===== config.mk =====
export PLATFORM = sky130hd
export DESIGN_NAME = cba_master
export DESIGN_NICKNAME = d
export VERILOG_FILES = /design/src/core/cba_pkg.sv /design/src/core/cba_lt_if.sv /design/src/core/cba_lat_timer.sv /design/src/core/cba_master.sv
export SDC_FILE = /design/constraint.sdc
export NUM_CORES = 1
export LEC_CHECK = 0
export BUFFER_PORTS_ARGS = -buffer_cell sky130_fd_sc_hd__buf_2
export CORE_ASPECT_RATIO = 0.8
export CORE_UTILIZATION = 57
export CTS_BUF_LIST = sky130_fd_sc_hd__clkbuf_8 sky130_fd_sc_hd__clkbuf_16
export CTS_CLUSTER_DIAMETER = 30
export DETAILED_ROUTE_END_ITERATION = 10
export PLACE_DENSITY_LB_ADDON = 0.1
export SLEW_MARGIN = 25
export SYNTH_ARGS = -nofsm -noshare
export SYNTH_HDL_FRONTEND = slang
export SYNTH_SLANG_ARGS = --single-unit

===== constraint.sdc =====
create_clock -name i_mclk -period 2.3 [get_ports i_mclk]
set_input_delay 0.46 -clock i_mclk [delete_from_list [all_inputs] [get_ports i_mclk]]
set_output_delay 0.46 -clock i_mclk [all_outputs]
set_load 0.01 [all_outputs]

===== src/core/cba_pkg.sv =====
// How it works
// - master asserts request only while it truly needs the bus
// - master starts only with grant sampled asserted and bus idle
// - grant removed as frame asserts still leaves a valid transaction
// - transaction ends and bus idles when frame and ready both high
// - keep request for more transactions, else drop it with frame
// - each grant covers one transaction; rearbitrate before another
// - without grant, master stops when its latency timer expires
// - after target stop, request stays low two clocks around idle
// - master asserts frame on first idle clock with its grant
// - configuration transactions may delay frame for address stepping
package cba_pkg;
   localparam int LAT_W = 8;
   localparam int XFER_W = 4;
   localparam int WAIT_W = 2;
   localparam logic [XFER_W-1:0] XFER_ONE = 4'h1;
   localparam logic [XFER_W-1:0] XFER_TWO = 4'h2;
   localparam logic [WAIT_W-1:0] WAIT_ONE = 2'h1;
   localparam logic [WAIT_W-1:0] WAIT_ZERO = 2'h0;
   // stepping clocks a configuration start waits with grant and idle bus
   localparam logic [WAIT_W-1:0] CFG_STEP_CLKS = 2'h2;
   // clocks of low request after the idle clock that follows a stop
   localparam logic [WAIT_W-1:0] BACK_HOLD_CLKS = 2'h1;
   localparam logic [LAT_W-1:0] LAT_ZERO = 8'h00;
   localparam logic [LAT_W-1:0] LAT_ONE = 8'h01;

   typedef enum logic [5:0] {
      ST_IDLE = 6'h01,
      ST_REQ = 6'h02,
      ST_ADDR = 6'h04,
      ST_DATA = 6'h08,
      ST_TURN = 6'h10,
      ST_BACK = 6'h20
   } cba_state_t;
endpackage


===== src/core/cba_lt_if.sv =====
`timescale 1ns/1ps
interface cba_lt_if;
   import cba_pkg::*;
   logic load;
   logic [LAT_W-1:0] value;
   logic expired;
   modport ctl (output load, output value, input expired);
   modport tmr (input load, input value, output expired);
endinterface // cba_lt_if


===== src/core/cba_lat_timer.sv =====
`timescale 1ns/1ps
module cba_lat_timer import cba_pkg::*; (
   input wire logic i_mclk,
   input wire logic i_reset_n,
   input wire logic i_ce,
   cba_lt_if.tmr lt
);
   // ==========================================
   // latency countdown, loaded at frame start
   logic [LAT_W-1:0] cnt_reg;
   logic [LAT_W-1:0] cnt_next;

   assign cnt_next = lt.load ? lt.value : ((cnt_reg != LAT_ZERO) ? cnt_reg - LAT_ONE : cnt_reg);
   assign lt.expired = (cnt_reg == LAT_ZERO);

   always_ff @(posedge i_mclk or negedge i_reset_n) begin
      if (!i_reset_n) begin
         cnt_reg <= LAT_ZERO;
      end else if (i_ce) begin
         cnt_reg <= cnt_next;
      end
   end
endmodule // cba_lat_timer


===== src/core/cba_master.sv =====
`timescale 1ns/1ps
module cba_master import cba_pkg::*; (
   input wire logic i_mclk,
   input wire logic i_reset_n,
   input wire logic i_ce,
   input wire logic i_start,
   input wire logic [XFER_W-1:0] i_phases,
   input wire logic i_cfg,
   input wire logic i_more,
   input wire logic [LAT_W-1:0] i_lat_timer,
   output logic o_ready,
   output logic o_done,
   output logic o_stopped,
   output logic o_req_n,
   input wire logic i_gnt_n,
   input wire logic i_frame_n,
   output logic o_frame_n,
   output logic o_frame_oe,
   input wire logic i_irdy_n,
   output logic o_irdy_n,
   output logic o_irdy_oe,
   input wire logic i_trdy_n,
   input wire logic i_stop_n
);
   // ==========================================
   // state and registers
   cba_state_t state_reg;
   cba_state_t state_next;
   logic req_reg;
   logic req_next;
   logic frame_reg;
   logic frame_next;
   logic irdy_reg;
   logic irdy_next;
   logic oe_reg;
   logic oe_next;
   logic [XFER_W-1:0] left_reg;
   logic [XFER_W-1:0] left_next;
   logic [WAIT_W-1:0] wait_reg;
   logic [WAIT_W-1:0] wait_next;
   logic cfg_reg;
   logic cfg_next;
   logic more_reg;
   logic more_next;
   logic stopped_reg;
   logic stopped_next;
   logic done_reg;
   logic done_next;

   cba_lt_if lt ();

   cba_lat_timer u_lat_timer (
      .i_mclk(i_mclk),
      .i_reset_n(i_reset_n),
      .i_ce(i_ce),
      .lt(lt.tmr)
   );

   // ==========================================
   // bus decode
   logic bus_idle;
   logic gnt;
   logic frame_act;
   logic irdy_act;
   logic phase_done;
   logic stop_seen;
   logic can_start;
   logic step_done;
   logic cut_short;

   assign bus_idle = i_frame_n & i_irdy_n;
   assign gnt = ~i_gnt_n;
   assign frame_act = oe_reg & ~frame_reg;
   assign irdy_act = oe_reg & ~irdy_reg;
   assign stop_seen = irdy_act & ~i_stop_n;
   assign phase_done = irdy_act & (~i_trdy_n | ~i_stop_n);
   assign can_start = gnt & bus_idle;
   assign step_done = ~cfg_reg | (wait_reg == CFG_STEP_CLKS);
   assign cut_short = lt.expired & i_gnt_n;
   assign lt.load = (state_reg == ST_REQ) & can_start & step_done;
   assign lt.value = i_lat_timer;

   // ==========================================
   // sequencing
   always_comb begin
      state_next = state_reg;
      req_next = req_reg;
      frame_next = frame_reg;
      irdy_next = irdy_reg;
      oe_next = oe_reg;
      left_next = left_reg;
      wait_next = wait_reg;
      cfg_next = cfg_reg;
      more_next = more_reg;
      stopped_next = stopped_reg;
      done_next = 1'b0;
      case (state_reg)
         ST_IDLE: begin
            req_next = i_start | (req_reg & i_more);
            more_next = i_more;
            if (i_start) begin
               left_next = (i_phases == '0) ? XFER_ONE : i_phases;
               cfg_next = i_cfg;
               wait_next = WAIT_ZERO;
               stopped_next = 1'b0;
               state_next = ST_REQ;
            end
         end
         ST_REQ: begin
            req_next = 1'b1;
            if (can_start && step_done) begin
               // first possible clock unless stepping a config cycle
               frame_next = 1'b0;
               irdy_next = 1'b1;
               oe_next = 1'b1;
               req_next = more_reg;
               state_next = ST_ADDR;
            end else if (can_start) begin
               wait_next = wait_reg + WAIT_ONE;
            end else begin
               wait_next = WAIT_ZERO;
            end
         end
         ST_ADDR: begin
            // transaction stands even if grant is gone now
            irdy_next = 1'b0;
            frame_next = (left_reg == XFER_ONE);
            state_next = ST_DATA;
         end
         ST_DATA: begin
            if (stop_seen) begin
               req_next = 1'b0;
               stopped_next = 1'b1;
            end
            if (phase_done) begin
               left_next = left_reg - XFER_ONE;
            end
            if (phase_done && frame_reg) begin
               irdy_next = 1'b1;
               state_next = ST_TURN;
            end else if (phase_done && (left_reg == XFER_TWO || stop_seen)) begin
               frame_next = 1'b1;
            end else if (cut_short && !frame_reg) begin
               frame_next = 1'b1;
            end
         end
         ST_TURN: begin
            // bus idle clock: drivers high, then released
            oe_next = 1'b0;
            done_next = 1'b1;
            wait_next = WAIT_ZERO;
            if (stopped_reg) begin
               req_next = 1'b0;
               state_next = ST_BACK;
            end else begin
               req_next = req_reg & i_more;
               state_next = ST_IDLE;
            end
         end
         ST_BACK: begin
            req_next = 1'b0;
            wait_next = wait_reg + WAIT_ONE;
            if (wait_reg == BACK_HOLD_CLKS - WAIT_ONE) begin
               state_next = ST_IDLE;
            end
         end
         default: begin
            state_next = ST_IDLE;
            req_next = 1'b0;
            oe_next = 1'b0;
         end
      endcase
   end

   always_ff @(posedge i_mclk or negedge i_reset_n) begin
      if (!i_reset_n) begin
         state_reg <= ST_IDLE;
         req_reg <= 1'b0;
         frame_reg <= 1'b1;
         irdy_reg <= 1'b1;
         oe_reg <= 1'b0;
         left_reg <= XFER_ONE;
         wait_reg <= WAIT_ZERO;
         cfg_reg <= 1'b0;
         more_reg <= 1'b0;
         stopped_reg <= 1'b0;
         done_reg <= 1'b0;
      end else if (i_ce) begin
         state_reg <= state_next;
         req_reg <= req_next;
         frame_reg <= frame_next;
         irdy_reg <= irdy_next;
         oe_reg <= oe_next;
         left_reg <= left_next;
         wait_reg <= wait_next;
         cfg_reg <= cfg_next;
         more_reg <= more_next;
         stopped_reg <= stopped_next;
         done_reg <= done_next;
      end
   end

   // ==========================================
   // outputs
   assign o_ready = (state_reg == ST_IDLE);
   assign o_done = done_reg;
   assign o_stopped = done_reg & stopped_reg;
   assign o_req_n = ~req_reg;
   assign o_frame_n = frame_reg;
   assign o_frame_oe = oe_reg;
   assign o_irdy_n = irdy_reg;
   assign o_irdy_oe = oe_reg;
endmodule // cba_master


==> flow_summary.yaml, run 1 <==
status:
  status: "completed"
layout:
  mostFrequentLayoutCells: "buf_2, dfrtp_1, inv_1, o21ai_0, nor3_1"
  fin_nets: 290
  finalNonFillerCells: 301
  final.fill_count: 282
  final_common_cell: "buf_2"
  diodes: 0
  area_growth_pct: 13.5
  largest_reg_flops: 8
  final_area_um2: 2350
  drive_gt1_share_pct: 28.2
  multi_input_area_um2: 1240
  regArea_um2: 706
global_route:
  grt.overflow.total: 0
  grt_pass1_wl_um: 8630
  grt_max_degree: 29
  grt_pass1_vias: 1796
  grt.total_usage_pct: 27.9
  antenna_found_initial: 0
logic_synthesis:
  synth-xor-area-share_pct: 0.845
  syn_area_um2: 2070
  syn_inst: 226
  ys_seq_area_share_pct: 34.0
  synth_warnings: 0
  syn_nets: 256
  syn_area_per_cell_um2: 9.17
  ys_seq_elements: 28
  yosys_most_used_dff: "dfrtp_1"
  async_flop_share_pct: 100
  yosys.area_share.adder_pct: 4.22
  synth.distinct_cells: 60
  synth_top_family_by_area: "simple AND/OR/NAND/NOR gates"
  synth_edf_count: 0
  synth_mux_area_share_pct: 8.57
  synth_compound_area_share_pct: 21.8
  synth-simple-area-share_pct: 24.2
power:
  report.power.total_mw: 2.42
  p_leak_nw: 1.04
  ir_drop_uv: 676
  p_per_area_nw_per_um2: 1030
sta:
  rsz0062_at_grt: "false"
  timing.fmax_mhz: 471
  finalCritPeriodShare_pct: 92.3
  setup_ws_ns: 0.178
  setup_viol: 0
  tns_ns: 0
  skew_ns: 0.00254
  finalHoldViolCount: 0
  final_max_slew_viol_count: 0
  maxSlewHeadroom_pct: 56.3
  post-route-min-period_ns: 2.12
  worst_pin_slew_ns: 0.655
detailed_routing:
  dr.pass1.iters: 4
  routed_wl_um: 5090
  ant_nets: 0
  viasPerCell: 6.41
  drc: 0
  wl_per_cell_um: 16.9
  num_vias: 1928
  drt_iter0_markers: 153
run:
  cap_violations: 0
floorplan:
  fp.dieW_um: 69.4
  num_rows: 19
  die_y_um: 55.9
  coreArea_um2: 3450
  initial_utilization_pct: 60.1
  dieArea_um2: 3880
  pin_count: 31
critical_path:
  cp_cell_sequence: "or4_4 > nor2_1 > buf_2"
  critical-path-top-delay-family: "simple AND/OR/NAND/NOR gates"
  critPathKind: "reg -> out"
  path_buf_inv: 1
  max_stage_delay_ns: 0.55
  start_kind: "register"
  cp.arrival_ns: 1.66
  critPathCaptureType: "output pin"
  path_max_fanout: 7
  worst_path_max_delay_cell: "or4_4"
  crit_required_ns: 1.84
  ff2ff_setup_slack_ns: 0.24
clock_network:
  clkTransAtPathRegs_ns: 0.10
  cts_buffer_depth: 2
  cts_tree: "done"
  h-tree-depth: 1
  worstSkewPairLatency_ns: 0.28
  cts.sinks: 28
  cts_inserted_buffers: 3
  cts_hold_buf: 0
  cts-root-buf: "clkbuf_8"
placed_design:
  port_buffers: 30
  gp_congestion: 0.933
  dpl_cell_area_um2: 2290
  numPlacedInstances: 297
  dpl_worst_slack_ns: 0.255
  post-dp-hpwl_um: 3820
worst_hold_path:
  min-delay-path-class: "in -> async"
-- cell type report --
type                    instances  share of cell area, %
clock buffers                   4                   2.34
inverters                      16                   2.55
multi-input cells             169                   52.7
flip-flops and latches         28                   30.0
well taps                      42                   2.23
repair buffers                 42                   10.2
-- synthesized netlist by cell type (6+ instances only) --
cell type	instances	area share [%]
nand3_1	8	1.9
inv_1	16	2.9
dfrtp_1	24	29
mux2_2	7	3.8
nand2_1	11	2.0
ha_1	7	4.2
nor3_1	14	3.4
nand2b_1	6	1.8
o21ai_0	16	3.9
clkbuf_1	6	1.1
nor2_1	7	1.3
a21oi_1	10	2.4
-- stage by stage --
stage	utilization (%)	hold WS (ns)
5_1_grt	68.3	0.246
4_1_cts	68.2	0.214
3_3_place_gp	66.6	0.480
3_5_place_dp	66.6	0.492
2_1_floorplan	-	0.164
6_report	68.3	0.197
-- cells by family (layout without fill, tap and decap cells) --
| logic type | after synthesis | count (layout) |
|---|---|---|
| xor gates and xnor gates | 2 | 2 |
| muxes | 16 | 16 |
| DFF | 28 | 28 |
| adders and majority gates | 7 | 7 |
| and+or+nand+nor | 81 | 81 |
| buffers and inverters | 29 | 62 |
| AOI/OAI and AO/OA | 63 | 63 |
-- worst register-to-register path, delay by kind of cell, from the launching register on --
family	cells	cell delay [ns]
and+or+nand+nor	2	0.70
muxes	1	0.34
buffers and inverters	1	0.17
AOI/OAI and AO/OA	1	0.31
DFF	1	0.47
-- worst paths after layout --
check	from	to	cells past startpoint
min in group i_mclk	i_cfg	cfg_reg	2
worst min register to register	o_done	o_done	2
worst max-delay path	state_reg[5]	o_ready	3
worst max register to register	state_reg[4]	state_reg[0]	5
worst min-delay path	i_reset_n	wait_reg[1]	1
max in group asynchronous	i_reset_n	u_lat_timer.cnt_reg[0]	1
-- per-layer routing --
metal	routed length [um]	share of wire (%)	GRT usage [%]	up-vias
li1	-	-	-	930
met1	2410	47	41.0	909
met2	2270	45	41.3	76
met3	345	6.8	6.34	13
met4	72	1.4	7.00	0
met5	0	0	0	-
-- power by group --
part / leakage (nW) / total (mW) / internal [mW] / switching, mW
logic: 0.673 / 1.18 / 0.561 / 0.623
clock network: 0.0288 / 0.318 / 0.154 / 0.164
registers: 0.339 / 0.920 / 0.701 / 0.219
total: 1.04 / 2.42 / 1.42 / 1.01
-- what timing repair did --
item,4_1_cts,5_1_grt
resized for setup,0,1
setup endpoints to repair,0,1
setup buffers,0,0
endpoints found under the hold margin,0,0
(Power assumes the default switching activity.)
==> run 2: changes to the inputs <==
- CELL_PAD_IN_SITES_DETAIL_PLACEMENT: unset -> 0
- CELL_PAD_IN_SITES_GLOBAL_PLACEMENT: unset -> 1
- CORE_UTILIZATION: 57 -> 43
==> run 2 against run 1 <==
Against the previous run:
- critical path depth stayed put
- sequential power increased by 0.8%
- sequential cell count unchanged
- global-route usage shrank 5.6 points
- count of clock-buffer cells in the layout is 1 lower
- first-iteration DRC count grew 2.6%
- non-clock buffer count fell by 1
- sequential share of layout area shrank 0.064 points
- combinational power decreased by 3%
- critical endpoint unchanged
==> flow_summary.yaml, run 2 (synthesis results as in run 1) <==
status:
  status: "completed"
sta:
  setup_viol: 0
  tns_ns: 0
  finalCritPeriodShare_pct: 95.8
  final_max_slew_viol_count: 0
  maxSlewHeadroom_pct: 55.5
  finalHoldViolCount: 0
  skew_ns: 0.00499
  rsz0062_at_grt: "false"
  timing.fmax_mhz: 454
  worst_pin_slew_ns: 0.668
  post-route-min-period_ns: 2.20
critical_path:
  r2r_end: "state_reg[4]"
  critPathCaptureType: "output pin"
  ff2ff_setup_slack_ns: 0.22
  path_buf_inv: 1
  reg2reg_from: "state_reg[0]"
  critical-path-top-delay-family: "simple AND/OR/NAND/NOR gates"
  cp_cell_sequence: "or4_4 > nor2_1 > buf_2"
  critPathKind: "reg -> out"
  max_stage_delay_ns: 0.62
  r2r_cells: 4
  path_max_fanout: 7
  crit_required_ns: 1.84
  start_kind: "register"
  worst_path_max_delay_cell: "or4_4"
  cp.arrival_ns: 1.74
detailed_routing:
  ant_nets: 0
  num_vias: 1874
  dr.pass1.iters: 4
  drt_iter0_markers: 157
  viasPerCell: 5.89
  routed_wl_um: 5260
  drc: 0
  wl_per_cell_um: 16.6
power:
  internal_power_mw: 1.35
  p_per_area_nw_per_um2: 991
  p_switching_mw: 0.982
  ir_drop_uv: 506
  clockPowerShare_pct: 11.7
  comb_power_share_pct: 48.7
  report.power.total_mw: 2.34
  seq_power_share_pct: 39.7
  p_leak_nw: 1.03
  switching_share_pct: 42.0
global_route:
  grt.overflow.total: 0
  antenna_found_initial: 0
  grt_max_degree: 29
  grt_pass1_wl_um: 8700
  grt.total_usage_pct: 22.2
  grt_pass1_vias: 1682
floorplan:
  initial_utilization_pct: 45.1
  pin_count: 31
  coreArea_um2: 4600
  fp.dieW_um: 79.6
  num_rows: 22
  die_y_um: 64.1
  dieArea_um2: 5100
placed_design:
  post-dp-hpwl_um: 4010
  dpl_cell_area_um2: 2310
  gp_congestion: 0.862
  port_buffers: 30
layout:
  mostFrequentLayoutCells: "buf_2, dfrtp_1, inv_1"
  final_common_cell: "buf_2"
  fin_util_pct: 51.3
  area_growth_pct: 13.8
  diodes: 0
  final_area_um2: 2360
  largest_reg_flops: 8
  fin_nets: 289
  drive_gt1_share_pct: 27.5
clock_network:
  cts-root-buf: "clkbuf_8"
  cts_buffer_depth: 2
  cts.sinks: 28
  worstSkewPairLatency_ns: 0.27
  cts_hold_buf: 0
  h-tree-depth: 1
  clkTransAtPathRegs_ns: 0.10
  cts_tree: "done"
  cts_inserted_buffers: 3
  post_cts_buffers: 0
worst_hold_path:
  min-delay-path-class: "in -> async"
run:
  cap_violations: 0
## run 2: changes by cell type in the layout (fill, tap and decap cells not counted), sizes merged
cell / previous run / this run
inv: 16 / 17
clkbuf: 4 / 3
buf: 42 / 41
## run 2: worst max path at each step
stage | start | to | slack, ns | cells after the start
floorplan | state_reg[5] | left_reg[1] | 0.31 | 6
global placement | state_reg[0] | state_reg[4] | 0.29 | 4
detailed placement | i_gnt_n | state_reg[4] | 0.25 | 5
CTS | state_reg[3] | o_ready | 0.002 | 3
global route | state_reg[3] | o_ready | 0.003 | 3
finish | state_reg[3] | o_ready | 0.1 | 3
## run 2: repair_timing
action                     CTS  global route
setup endpoints to repair    0             1
hold endpoints to repair     0             0
resized for setup            0             1
## run 2: power groups by stage
stage                     Clock (mW)  Combinational (mW)  Sequential [mW]
after floorplan                    0               0.885            0.858
after global routing           0.301                1.26            0.958
after global placement             0                1.12            0.933
after CTS                      0.288                1.13            0.920
final                          0.273                1.14            0.927
after detailed placement           0                1.12            0.930
## run 2: routing by layer
metal	vias to the layer above	wire length [um]	part of all wire, %	GRT usage (%)
li1	919	-	-	-
met1	908	2870	54	35.5
met2	45	2160	41	31.4
met3	2	220	4.2	3.57
met4	0	14	0.27	3.41
met5	-	0	0	0
## run 2: worst reg2reg max path, cell delays in order (launching register included)
cell,delay (ns)
dfstp_2,0.70
nor3_1,0.10
a41o_1,0.27
nor4_2,0.52
mux2_2,0.39
## run 2: final cells by class
class / count / area [um2]
multi-input combinational: 169 / 1240
sequential: 28 / 706
tap: 60 / 75.1
timing repair buffer: 41 / 233
clock inverter: 1 / 3.75
clock buffer: 3 / 41.3
inverter: 16 / 60.1
fill: 456 / 2240
## run 2: stage by stage
stage / setup WS [ns] / hold slack [ns] / cells
6_report: 0.0957 / 0.208 / 318
5_1_grt: 0.00318 / 0.268 / 318
4_1_cts: 0.00193 / 0.230 / 318
3_5_place_dp: 0.245 / 0.500 / 314
3_3_place_gp: 0.288 / 0.481 / 314
2_1_floorplan: 0.315 / 0.164 / 226
